==> src/verilog/adcrc_pkg.sv <==
// Package of constants and types for the converter result and accumulation control block
package adcrc_pkg;
    // ------------------------------------------------------------
    // Register offsets (byte addresses, one word each)
    // ------------------------------------------------------------
    localparam logic [9:0] OFS_CTRL = 10'h000; // justify, addition count, average, selftest level
    localparam logic [9:0] OFS_EXT = 10'h004; // temp/iref accumulate, group triggers
    localparam logic [9:0] OFS_STATUS = 10'h008; // sticky event bits, write one to clear
    localparam logic [9:0] OFS_MASK = 10'h00c; // interrupt mask
    localparam logic [9:0] OFS_WINB_CH = 10'h010; // window B channel select
    localparam logic [9:0] OFS_WINB_LO = 10'h014; // window B lower level
    localparam logic [9:0] OFS_WINB_HI = 10'h018; // window B upper level
    localparam logic [9:0] OFS_WINB_ST = 10'h01c; // window B channel status
    localparam logic [9:0] OFS_WINMON = 10'h020; // window A/B status monitor
    localparam logic [9:0] OFS_BUF_EN = 10'h024; // ring buffer enable
    localparam logic [9:0] OFS_BUF_PTR = 10'h028; // ring buffer pointer
    localparam logic [9:0] OFS_DUP = 10'h02c; // duplicate result
    localparam logic [9:0] OFS_TEMP = 10'h030; // temperature result
    localparam logic [9:0] OFS_IREF = 10'h034; // internal reference result
    localparam logic [9:0] OFS_WINA_LO = 10'h038; // window A lower level
    localparam logic [9:0] OFS_WINA_HI = 10'h03c; // window A upper level
    localparam logic [9:0] OFS_SST_BASE = 10'h040; // sample time 0..8, then L, T, O
    localparam logic [9:0] OFS_CH_BASE = 10'h100; // channel results 0..31
    localparam logic [9:0] OFS_BUF_BASE = 10'h200; // ring buffer slots 0..15
    localparam logic [3:0] SST_L = 4'h9;
    localparam logic [3:0] SST_T = 4'ha;
    localparam logic [3:0] SST_O = 4'hb;
    localparam logic [7:0] SST_RESET = 8'h0d; // default sampling states
    localparam logic [4:0] CH_GAP_LO = 5'h09;
    localparam logic [4:0] CH_GAP_HI = 5'h0f;
    // Addition count codes
    localparam logic [2:0] ADD_1 = 3'h0;
    localparam logic [2:0] ADD_2 = 3'h1;
    localparam logic [2:0] ADD_3 = 3'h2;
    localparam logic [2:0] ADD_4 = 3'h3;
    localparam logic [2:0] ADD_16 = 3'h5;
    // Self-diagnosis levels
    localparam logic [1:0] DIAG_0V = 2'h1;
    localparam logic [1:0] DIAG_HALF = 2'h2;
    localparam logic [1:0] DIAG_FULL = 2'h3;
    // Status bit positions
    localparam int ST_RESULT = 0;
    localparam int ST_WINA = 1;
    localparam int ST_WINB = 2;
    localparam int ST_WRAP = 3;
    // Result source of a conversion
    typedef enum logic [1:0] {
        ADCRC_SRC_CH = 2'b00,
        ADCRC_SRC_TEMP = 2'b01,
        ADCRC_SRC_IREF = 2'b10,
        ADCRC_SRC_DUP = 2'b11
    } adcrc_src_t;
    // One raw conversion from the analog core
    typedef struct packed {
        logic valid;
        adcrc_src_t src;
        logic [4:0] chan;
        logic [11:0] data;
    } adcrc_conv_t;
    // Formatting controls
    typedef struct packed {
        logic justify_left;
        logic [2:0] add_count;
        logic avg_en;
    } adcrc_fmt_t;
endpackage

==> src/verilog/adcrc_accum.sv <==
// Accumulator that sums repeated conversions and formats the finished result
`timescale 1ns/100ps
`default_nettype none
module adcrc_accum (
    input wire logic sys_clk, // System clock
    input wire logic nrst, // Asynchronous reset, active low
    input wire logic in_valid, // One raw conversion
    input wire logic [11:0] in_data, // Raw 12-bit sample
    input wire logic accum_on, // Source takes part in addition
    input wire adcrc_pkg::adcrc_fmt_t fmt, // Formatting controls
    output logic out_valid, // Finished result pulse
    output logic [15:0] out_data // Formatted result
);
    typedef struct packed {
        logic [4:0] cnt;
        logic [15:0] sum;
        logic ovalid;
        logic [15:0] odata;
    } adcrc_acc_state_t;
    adcrc_acc_state_t st, next_st;
    logic [4:0] need;
    logic [15:0] total;
    logic [15:0] value;
    // --------------------------------------------------------
    // Number of conversions per result
    // --------------------------------------------------------
    always_comb begin
        case (fmt.add_count)
            adcrc_pkg::ADD_1: need = 5'h01;
            adcrc_pkg::ADD_2: need = 5'h02;
            adcrc_pkg::ADD_3: need = 5'h03;
            adcrc_pkg::ADD_4: need = 5'h04;
            adcrc_pkg::ADD_16: need = 5'h10;
            default: need = 5'h01; // Forbidden codes act as one conversion
        endcase
        if (!accum_on) begin
            need = 5'h01;
        end
    end
    // Sum, then justify; the sum is 14 or 16 bits wide so it never overflows
    always_comb begin
        next_st = st;
        next_st.ovalid = 1'b0;
        total = st.sum + {4'h0, in_data};
        value = total;
        if (fmt.avg_en) begin
            case (need)
                5'h02: value = total >> 1;
                5'h04: value = total >> 2;
                5'h10: value = total >> 4;
                5'h03: value = 16'((32'(total) * 32'h0000_0155) >> 10); // Close to divide by three, wide product
                default: value = total;
            endcase
        end
        if (in_valid) begin
            if (st.cnt + 5'h01 >= need) begin
                next_st.cnt = 5'h00;
                next_st.sum = 16'h0000;
                next_st.ovalid = 1'b1;
                if (fmt.justify_left) begin
                    // left justify keeps width of the sum at the top
                    if (fmt.avg_en || need == 5'h01) begin
                        next_st.odata = {value[11:0], 4'h0};
                    end else if (fmt.add_count == adcrc_pkg::ADD_16) begin
                        next_st.odata = value;
                    end else begin
                        next_st.odata = {value[13:0], 2'h0};
                    end
                end else begin
                    next_st.odata = value;
                end
            end else begin
                next_st.cnt = st.cnt + 5'h01;
                next_st.sum = total;
            end
        end
    end
    // State register
    always_ff @(posedge sys_clk or negedge nrst) begin
        if (!nrst) begin
            st <= '0;
        end else begin
            st <= next_st;
        end
    end
    assign out_valid = st.ovalid;
    assign out_data = st.odata;
    // A single conversion with no partial sum comes out right-justified unchanged
    AST_ONE_SHOT: assert property (@(posedge sys_clk) disable iff (!nrst)
        (in_valid && st.cnt == 5'h00 && fmt.add_count == adcrc_pkg::ADD_1 && !fmt.justify_left)
        |=> (out_valid && out_data == {4'h0, $past(in_data)}))
        else $error("single conversion result wrong");
endmodule
`default_nettype wire

==> src/verilog/adcrc_top.sv <==
// Result, accumulation, window and ring buffer control of the converter
//
// Decided for this implementation: the register offsets and the Avalon-MM register port.
`timescale 1ns/100ps
`default_nettype none
module adcrc_top (
    input wire logic sys_clk, // System clock, 250 MHz
    input wire logic nrst, // Asynchronous reset, active low
    input wire logic [9:0] avs_address, // Byte address
    input wire logic avs_read, // Read request
    input wire logic avs_write, // Write request
    input wire logic [31:0] avs_writedata, // Write data
    input wire logic [3:0] avs_byteenable, // Byte lanes
    output logic [31:0] avs_readdata, // Read data
    output logic avs_waitrequest, // Stall
    input wire adcrc_pkg::adcrc_conv_t conv, // Raw conversion from core
    input wire logic sampling, // Core is sampling
    input wire logic compare_en, // Compare function in use
    output logic [1:0] selftest_level_select, // Self-diagnosis level to core
    output logic [5:0] group_a_trigger_select, // Group A start source
    output logic [5:0] group_b_trigger_select, // Group B start source
    output logic dac_sync_enable, // D/A update allowed
    output logic irq // Level interrupt
);
    typedef struct packed {
        logic ack;
        logic [31:0] rdata;
        adcrc_pkg::adcrc_fmt_t fmt;
        logic [1:0] diag;
        logic temp_acc;
        logic iref_acc;
        logic [5:0] trig_a;
        logic [5:0] trig_b;
        logic [3:0] status;
        logic [3:0] mask;
        logic [4:0] winb_ch;
        logic [15:0] winb_lo;
        logic [15:0] winb_hi;
        logic [15:0] wina_lo;
        logic [15:0] wina_hi;
        logic winb_st;
        logic wina_st;
        logic buf_en;
        logic [3:0] buf_ptr;
        logic [11:0][7:0] sst;
        logic [31:0][15:0] chres;
        logic [15:0][15:0] ring;
        logic [15:0] dup;
        logic [15:0] temp;
        logic [15:0] iref;
        logic dac_en;
    } adcrc_state_t;
    adcrc_state_t st, next_st;
    logic acc_valid;
    logic [15:0] acc_data;
    logic acc_on;
    adcrc_pkg::adcrc_src_t src_q;
    logic [4:0] chan_q;
    logic [31:0] wd;
    logic [3:0] hit;
    logic [3:0] w1c;
    logic in_a;
    logic in_b;
    // ------------------------------------------------------------
    // Accumulation of repeated conversions
    // ------------------------------------------------------------
    // Temperature and reference inputs each have their own include bit
    always_comb begin
        case (conv.src)
            adcrc_pkg::ADCRC_SRC_TEMP: acc_on = st.temp_acc;
            adcrc_pkg::ADCRC_SRC_IREF: acc_on = st.iref_acc;
            default: acc_on = 1'b1;
        endcase
    end
    adcrc_accum u_accum (
        .sys_clk(sys_clk),
        .nrst(nrst),
        .in_valid(conv.valid),
        .in_data(conv.data),
        .accum_on(acc_on),
        .fmt(st.fmt),
        .out_valid(acc_valid),
        .out_data(acc_data)
    );
    // Source and channel of the conversion in flight; core keeps them steady per result
    always_ff @(posedge sys_clk or negedge nrst) begin
        if (!nrst) begin
            src_q <= adcrc_pkg::ADCRC_SRC_CH;
            chan_q <= 5'h00;
        end else if (conv.valid) begin
            src_q <= conv.src;
            chan_q <= conv.chan;
        end
    end
    // ------------------------------------------------------------
    // Register file, result storage and events
    // ------------------------------------------------------------
    always_comb begin
        next_st = st;
        hit = 4'h0;
        w1c = 4'h0;
        in_a = 1'b0;
        in_b = 1'b0;
        wd = avs_writedata;
        next_st.ack = (avs_read || avs_write) && !st.ack;
        // D/A may update only while the core is not sampling
        next_st.dac_en = !sampling;
        // Store a finished result
        if (acc_valid) begin
            hit[adcrc_pkg::ST_RESULT] = 1'b1;
            case (src_q)
                adcrc_pkg::ADCRC_SRC_TEMP: next_st.temp = acc_data;
                adcrc_pkg::ADCRC_SRC_IREF: next_st.iref = acc_data;
                adcrc_pkg::ADCRC_SRC_DUP: next_st.dup = acc_data;
                default: begin
                    if (chan_q < adcrc_pkg::CH_GAP_LO || chan_q > adcrc_pkg::CH_GAP_HI) begin
                        next_st.chres[chan_q] = acc_data;
                    end
                end
            endcase
            in_a = acc_data >= st.wina_lo && acc_data <= st.wina_hi;
            in_b = acc_data >= st.winb_lo && acc_data <= st.winb_hi;
            if (compare_en && src_q == adcrc_pkg::ADCRC_SRC_CH) begin
                next_st.wina_st = in_a;
                hit[adcrc_pkg::ST_WINA] = in_a;
                if (chan_q == st.winb_ch) begin
                    next_st.winb_st = in_b;
                    hit[adcrc_pkg::ST_WINB] = in_b;
                end
            end
            if (compare_en && st.buf_en) begin
                next_st.ring[st.buf_ptr] = acc_data;
                next_st.buf_ptr = st.buf_ptr + 4'h1;
                hit[adcrc_pkg::ST_WRAP] = st.buf_ptr == 4'hf;
            end
        end
        // Register writes land on the acknowledge cycle
        // Held until the second cycle so a write lands only with waitrequest low
        if (avs_write && st.ack && avs_byteenable[0]) begin
            case (avs_address)
                adcrc_pkg::OFS_CTRL: begin
                    next_st.fmt.justify_left = wd[0];
                    next_st.fmt.add_count = wd[3:1];
                    next_st.fmt.avg_en = wd[4];
                    next_st.diag = wd[6:5];
                end
                adcrc_pkg::OFS_EXT: begin
                    next_st.temp_acc = wd[0];
                    next_st.iref_acc = wd[1];
                    if (avs_byteenable[1]) begin
                        next_st.trig_a = wd[13:8];
                    end
                    if (avs_byteenable[2]) begin
                        next_st.trig_b = wd[21:16];
                    end
                end
                adcrc_pkg::OFS_STATUS: w1c = wd[3:0];
                adcrc_pkg::OFS_MASK: next_st.mask = wd[3:0];
                adcrc_pkg::OFS_WINB_CH: next_st.winb_ch = wd[4:0];
                adcrc_pkg::OFS_WINB_LO: next_st.winb_lo = wd[15:0];
                adcrc_pkg::OFS_WINB_HI: next_st.winb_hi = wd[15:0];
                adcrc_pkg::OFS_WINA_LO: next_st.wina_lo = wd[15:0];
                adcrc_pkg::OFS_WINA_HI: next_st.wina_hi = wd[15:0];
                adcrc_pkg::OFS_BUF_EN: next_st.buf_en = wd[0];
                adcrc_pkg::OFS_BUF_PTR: next_st.buf_ptr = wd[3:0];
                default: begin
                    if (avs_address >= adcrc_pkg::OFS_SST_BASE && avs_address < adcrc_pkg::OFS_SST_BASE + 10'h030
                        && avs_address[1:0] == 2'h0) begin
                        next_st.sst[4'(avs_address[5:2])] = wd[7:0];
                    end
                end
            endcase
        end
        // Set wins over a clear in the same cycle
        next_st.status = (st.status & ~w1c) | hit;
        // Read data, registered on the acknowledge
        next_st.rdata = 32'h0000_0000;
        if (avs_read && !st.ack) begin
            case (avs_address)
                adcrc_pkg::OFS_CTRL: next_st.rdata = {25'h0, st.diag, st.fmt.avg_en, st.fmt.add_count,
                    st.fmt.justify_left};
                adcrc_pkg::OFS_EXT: next_st.rdata = {10'h0, st.trig_b, 2'h0, st.trig_a, 6'h0, st.iref_acc,
                    st.temp_acc};
                adcrc_pkg::OFS_STATUS: next_st.rdata = {28'h0, st.status};
                adcrc_pkg::OFS_MASK: next_st.rdata = {28'h0, st.mask};
                adcrc_pkg::OFS_WINB_CH: next_st.rdata = {27'h0, st.winb_ch};
                adcrc_pkg::OFS_WINB_LO: next_st.rdata = {16'h0, st.winb_lo};
                adcrc_pkg::OFS_WINB_HI: next_st.rdata = {16'h0, st.winb_hi};
                adcrc_pkg::OFS_WINB_ST: next_st.rdata = {31'h0, st.winb_st};
                adcrc_pkg::OFS_WINMON: next_st.rdata = {30'h0, st.winb_st, st.wina_st};
                adcrc_pkg::OFS_BUF_EN: next_st.rdata = {31'h0, st.buf_en};
                adcrc_pkg::OFS_BUF_PTR: next_st.rdata = {28'h0, st.buf_ptr};
                adcrc_pkg::OFS_DUP: next_st.rdata = {16'h0, st.dup};
                adcrc_pkg::OFS_TEMP: next_st.rdata = {16'h0, st.temp};
                adcrc_pkg::OFS_IREF: next_st.rdata = {16'h0, st.iref};
                adcrc_pkg::OFS_WINA_LO: next_st.rdata = {16'h0, st.wina_lo};
                adcrc_pkg::OFS_WINA_HI: next_st.rdata = {16'h0, st.wina_hi};
                default: begin
                    if (avs_address >= adcrc_pkg::OFS_SST_BASE && avs_address < adcrc_pkg::OFS_SST_BASE + 10'h030) begin
                        next_st.rdata = {24'h0, st.sst[4'(avs_address[5:2])]};
                    end else if (avs_address >= adcrc_pkg::OFS_CH_BASE && avs_address < adcrc_pkg::OFS_BUF_BASE) begin
                        next_st.rdata = {16'h0, st.chres[avs_address[6:2]]}; // Gap channels read zero
                    end else if (avs_address >= adcrc_pkg::OFS_BUF_BASE && avs_address < adcrc_pkg::OFS_BUF_BASE + 10'h040) begin
                        next_st.rdata = {16'h0, st.ring[avs_address[5:2]]};
                    end
                end
            endcase
        end
    end
    // Single state register
    always_ff @(posedge sys_clk or negedge nrst) begin
        if (!nrst) begin
            st <= '0;
            st.sst <= {12{adcrc_pkg::SST_RESET}};
            st.diag <= adcrc_pkg::DIAG_0V;
            st.winb_hi <= 16'hffff;
            st.wina_hi <= 16'hffff;
        end else begin
            st <= next_st;
        end
    end
    // ------------------------------------------------------------
    // Outputs
    // ------------------------------------------------------------
    // One wait cycle: every access completes on its second cycle
    assign avs_waitrequest = (avs_read || avs_write) && !st.ack;
    assign avs_readdata = st.rdata;
    assign selftest_level_select = st.diag;
    assign group_a_trigger_select = st.trig_a;
    assign group_b_trigger_select = st.trig_b;
    assign dac_sync_enable = st.dac_en;
    assign irq = |(st.status & st.mask);
    // ------------------------------------------------------------
    // Checks on the control logic
    // ------------------------------------------------------------
    // D/A inrush must never fall on a sample
    AST_DAC_GATE: assert property (@(posedge sys_clk) disable iff (!nrst)
        sampling |=> !dac_sync_enable)
        else $error("D/A enabled during sampling");
    // Pointer checks skip bus writes, which may reload the pointer
    AST_PTR_WRAP: assert property (@(posedge sys_clk) disable iff (!nrst)
        (acc_valid && compare_en && st.buf_en && st.buf_ptr == 4'hf && !avs_write) |=> st.buf_ptr == 4'h0)
        else $error("ring pointer did not wrap");
    AST_PTR_STEP: assert property (@(posedge sys_clk) disable iff (!nrst)
        (acc_valid && compare_en && st.buf_en && !avs_write) |=> st.buf_ptr == $past(st.buf_ptr) + 4'h1)
        else $error("ring pointer did not advance");
    // The slot written is the one the pointer showed
    AST_RING_STORE: assert property (@(posedge sys_clk) disable iff (!nrst)
        (acc_valid && compare_en && st.buf_en) |=> st.ring[$past(st.buf_ptr)] == $past(acc_data))
        else $error("ring slot not written");
    // The first and last channels without a result register, 9 and 15, must stay empty
    AST_GAP_EMPTY: assert property (@(posedge sys_clk) disable iff (!nrst)
        st.chres[9] == 16'h0000 && st.chres[15] == 16'h0000)
        else $error("gap channel holds data");
    AST_TEMP_STORE: assert property (@(posedge sys_clk) disable iff (!nrst)
        (acc_valid && src_q == adcrc_pkg::ADCRC_SRC_TEMP) |=> st.temp == $past(acc_data))
        else $error("temperature result not stored");
    // A window B hit survives a clear in the same cycle
    AST_WINB_EVENT: assert property (@(posedge sys_clk) disable iff (!nrst)
        hit[adcrc_pkg::ST_WINB] |=> st.status[adcrc_pkg::ST_WINB])
        else $error("window B event lost");
    // An unmasked wrap raises the interrupt on the next cycle
    AST_IRQ_LEVEL: assert property (@(posedge sys_clk) disable iff (!nrst)
        (hit[adcrc_pkg::ST_WRAP] && st.mask[adcrc_pkg::ST_WRAP] && !avs_write) |=> irq)
        else $error("wrap interrupt missing");
    AST_LEVEL_OUT: assert property (@(posedge sys_clk) disable iff (!nrst)
        (avs_write && st.ack && avs_address == adcrc_pkg::OFS_CTRL && avs_byteenable[0])
        |=> selftest_level_select == $past(avs_writedata[6:5]))
        else $error("selftest level not applied");
    // Trigger fields follow their own byte lanes
    AST_TRIG_A: assert property (@(posedge sys_clk) disable iff (!nrst)
        (avs_write && st.ack && avs_address == adcrc_pkg::OFS_EXT && avs_byteenable[0] && avs_byteenable[1])
        |=> group_a_trigger_select == $past(avs_writedata[13:8]))
        else $error("group A trigger not applied");
    AST_TRIG_B: assert property (@(posedge sys_clk) disable iff (!nrst)
        (avs_write && st.ack && avs_address == adcrc_pkg::OFS_EXT && avs_byteenable[0] && avs_byteenable[2])
        |=> group_b_trigger_select == $past(avs_writedata[21:16]))
        else $error("group B trigger not applied");
    // Excluded inputs finish after one conversion
    AST_IREF_PASS: assert property (@(posedge sys_clk) disable iff (!nrst)
        (conv.valid && conv.src == adcrc_pkg::ADCRC_SRC_IREF && !st.iref_acc) |=> acc_valid)
        else $error("reference input was accumulated");
    AST_TEMP_PASS: assert property (@(posedge sys_clk) disable iff (!nrst)
        (conv.valid && conv.src == adcrc_pkg::ADCRC_SRC_TEMP && !st.temp_acc) |=> acc_valid)
        else $error("temperature input was accumulated");
endmodule
`default_nettype wire

==> config.mk <==
export PLATFORM = sky130hd
export DESIGN_NAME = adcrc_top
export DESIGN_NICKNAME = d
export VERILOG_FILES = /design/src/verilog/adcrc_pkg.sv /design/src/verilog/adcrc_accum.sv /design/src/verilog/adcrc_top.sv
export SDC_FILE = /design/constraint.sdc
export NUM_CORES = 2
export LEC_CHECK = 0
export BUFFER_PORTS_ARGS = -buffer_cell sky130_fd_sc_hd__buf_2
export CAP_MARGIN = 10
export CORE_MARGIN = 2
export CORE_UTILIZATION = 45
export CTS_CLUSTER_DIAMETER = 40
export DETAILED_ROUTE_END_ITERATION = 6
export PLACE_DENSITY_LB_ADDON = 0.08
export SLEW_MARGIN = 20
export SYNTH_ARGS = -nofsm -noshare
export SYNTH_HDL_FRONTEND = slang
export SYNTH_SLANG_ARGS = --single-unit
export TNS_END_PERCENT = 10
==> constraint.sdc <==
create_clock -name sys_clk -period 11.9 [get_ports sys_clk]
set_input_delay 1.785 -clock sys_clk [delete_from_list [all_inputs] [get_ports sys_clk]]
set_output_delay 1.785 -clock sys_clk [all_outputs]
set_load 0.01 [all_outputs]
==> impl_metrics.tcl <==
set metrics [dict create \
    status "completed" \
    start_kind "input port" \
    arrival_ns 8.28 \
    root_buffer "clkbuf_16" \
    viasPerCell 5.713 \
    areaGrowthSynthToFinish_pct 13.73 \
    holdPathStages 0 \
    cts_tree "yes" \
    critPathMaxStageDelay_ns 0.52 \
    synth_edf_count 0 \
    dr.pass1.iters 5 \
    detail-route-antenna-nets 0 \
    clkTransAtPathRegs_ns 0.06 \
    ys_seq_area_frac 0.5063 \
    p_clk_frac 0.353 \
    die_w_microns 349.9 \
    powerDensity_nw_per_um2 234.4 \
    die_area_sq_um 122500 \
    peakVddDrop_mv 0.5154 \
    final_nets 4130 \
    wl_microns 140200 \
    ctsHtreeMaxLevel 4 \
    clock_sinks 1086 \
    intPower_mw 9.241 \
    p_leak_nw 28.88 \
    hold_buffers 0 \
    clkLatencyLatePin_ns 0.79 \
    crit_buf_inv 4 \
    final.setup.tns_ns 0 \
    final_common_cell "dfrtp_1" \
    post_cts_buffers 0 \
    switching_share 0.3562 \
    portBuffers 99 \
    reg2reg_depth 22 \
    rrSetupSlack_ns 5.04 \
    numCtsBuffers 166 \
    drtIter0Drc 2137 \
    hold_end "st[553]" \
    maxCapViolCount 0 \
    route.detailed.drc 0 \
    grt_pass1_wl_microns 215700 \
    maxSlewViolCount 0 \
    maxSlewHeadroom 0.2355 \
    num_vias 32170 \
    cts_buffer_depth 3 \
    overflow 0 \
    ys_ff_latch 1086 \
    final_cell_mix "1002 x dfrtp_1, 889 x mux2_2, 264 x mux4_2, 170 x inv_1, 167 x clkbuf_16" \
    fmax_mhz 131.3 \
    fin_util 0.5173 \
    critPathRequiredTime_ns 12.56 \
    cts_resized 0 \
    io_pins 121 \
    ys_warn_count 0 \
    start_util 0.4548 \
    hp-class "flop to flop" \
    r2r-end "u_accum.out_data[13]" \
    tightest_slew_ns 1.144 \
    core_area_sq_um 118400 \
    synth_area_sq_um 53850 \
    synth-main-ff-cell "dfrtp_1" \
    grt_max_degree 172 \
    hold_viol 0 \
    finClkSkew_ns 0.02775 \
    comb_power_share 0.347 \
    layout-drive-gt1-share 0.4391 \
    cp-end-kind "flop" \
    worstHoldStart "st[553]" \
    setup_viol 0 \
    period_share 0.6401 \
    antenna_found_initial 6 \
    worstPathCellList "buf_2, ha_1, fa_1, a211o_1, and3_1, o41ai_2, xnor2_1, buf_4, ha_1, fa_1, inv_1, fa_1, fa_1, inv_1, ha_1, a21oi_1, o21ai_0, a2111o_1, mux2i_1, a211oi_1, a31oi_1, o22ai_1, a221oi_1" \
    syn_inst 3943 \
    place_congestion 0.8573 \
    rr_startpoint "u_accum.st[17]" \
    die_y_microns 349.9 \
    place_hpwl_microns 89770 \
    cpMostUsedCell "fa_1" \
    synthArstFlopShare 1.000 \
    seq_power_share 0.300 \
    synth_cell_types 85 \
    cp_max_fo 10 \
    grtUsageTotal 0.2349 \
    rsz0062_at_grt "false" \
    grt_pass1_vias 33390 \
    row_count 126 \
    cpMaxStageDelayCell "fa_1" \
    worstSetupPathType "input port to flop" \
    cp_top_family "adder cells" \
    fin_crit_ns 7.618 \
    switchingPower_mw 5.113 \
    wl_per_cell_microns 24.91 \
    post_synth.cell_area_avg_sq_um 13.66 \
]
-- area by class of cell --
cell class                 instances  area [sq um]
antenna                            6         15.01
clock buffer                     202          4501
clock inverter                   107          1354
fill                           10160         57150
inverter                         172         645.6
multi-input combinational       2269         24180
sequential                      1086         27280
tap                             1600          2002
timing repair buffer             188          1269
-- Yosys cell counts (6+ instances only) --
cell	n	area, sq um
a22o_1	6	52.55
o21a_1	13	97.59
buf_1	33	123.9
nand3_1	54	270.3
nor2_1	94	352.8
o21ai_0	87	435.4
xnor2_1	21	183.9
a21oi_1	56	280.3
buf_2	32	160.2
a21o_1	42	315.3
xor2_1	10	87.58
and3_1	26	162.7
nand4_1	17	106.4
mux2_4	8	120.1
a211oi_1	11	82.58
a221oi_1	24	210.2
nand2b_1	15	93.84
clkbuf_1	308	1156
or3_1	10	62.56
nand3b_1	7	52.55
mux4_2	264	5946
nor3_1	21	105.1
a222oi_1	14	140.1
a22oi_1	51	382.9
fa_1	33	660.6
ha_1	142	1777
o211ai_1	10	75.07
mux2i_1	15	150.1
o22ai_1	20	125.1
nor2b_1	11	68.82
a31oi_1	16	100.1
mux2_2	889	10010
nand2_1	148	555.5
o221ai_1	7	61.31
and2_1	24	150.1
dfrtp_1	1017	25450
inv_1	170	638.1
dfstp_2	69	1813
buf_4	50	375.4
-- worst register-to-register path: stages (launching register included) --
cell and delay (ns):
dfrtp_1 0.37, ha_1 0.23, fa_1 0.47, a211o_1 0.31, and3_1 0.21, o41ai_2 0.31
xnor2_1 0.40, buf_4 0.27, ha_1 0.27, fa_1 0.49, inv_1 0.06, fa_1 0.47
fa_1 0.52, inv_1 0.04, ha_1 0.42, a21oi_1 0.25, o21ai_0 0.16, a2111o_1 0.43
mux2i_1 0.14, a211oi_1 0.09, a31oi_1 0.34, o22ai_1 0.16, a221oi_1 0.36
-- power by group through the flow --
stage | registers [mW] | logic, mW | clock network, mW
global route | 4.35 | 5.66 | 5.34
CTS | 4.31 | 4.97 | 5.17
global placement | 4.36 | 4.93 | 0
floorplan | 4.22 | 3.72 | 0
finish | 4.31 | 4.98 | 5.06
detailed placement | 4.37 | 4.94 | 0
-- cells by family (layout without fill, tap and decap cells) --
kind of cell,count (synthesis),in the layout,synth area share
muxes,1176,1176,0.3013
DFF,1086,1086,0.5063
buffers and inverters,597,669,0.04612
and+or+nand+nor,466,466,0.04266
AOI/OAI and AO/OA,411,411,0.05325
adders and majority gates,175,175,0.04526
xor gates and xnor gates,31,31,0.005042
other,1,16,0.00006964
-- metal layers --
layer | part of all wire | track usage | up-vias
met5 | 0 | 0 | -
met4 | 0.021 | 0.06677 | 0
met3 | 0.053 | 0.04375 | 178
met2 | 0.47 | 0.3732 | 754
met1 | 0.46 | 0.3302 | 16980
li1 | - | - | 14260
-- flip-flops by register name, summed over array words and instances, names as in the netlist --
register	count
u_accum.st	21
avs_readdata	22
u_accum.out_valid	1
selftest_level_select	2
chan_q	5
group_a_trigger_select	6
st	1004
dac_sync_enable	1
src_q	2
u_accum.out_data	16
group_b_trigger_select	6
-- worst max path at each step --
| stage | endpoint | startpoint | slack, ns | cells after the start |
|---|---|---|---|---|
| after floorplan | u_accum.out_data[13] | conv[0] | 4.42 | 22 |
| after global placement | u_accum.out_data[13] | conv[0] | 3.56 | 23 |
| after detailed placement | u_accum.out_data[10] | conv[0] | 3.56 | 23 |
| after CTS | u_accum.out_data[10] | conv[0] | 4.34 | 26 |
| after global routing | u_accum.out_data[10] | conv[0] | 3.87 | 26 |
| final | u_accum.out_data[13] | conv[0] | 4.28 | 23 |
-- through the flow --
stage / cells / setup slack, ns / hold WS, ns / cell area [sq um] / power (mW)
after floorplan: 3952 / 4.416 / 0.4239 / 53880 / 7.938
after global placement: 5314 / 3.563 / 0.3597 / 55340 / 9.290
after detailed placement: 5314 / 3.564 / 0.3622 / 55350 / 9.307
after CTS: 5623 / 4.344 / 0.3748 / 61200 / 14.45
after global routing: 5624 / 3.871 / 0.3800 / 61230 / 15.36
final: 5630 / 4.282 / 0.3684 / 61250 / 14.35
(Power assumes the default switching activity.)
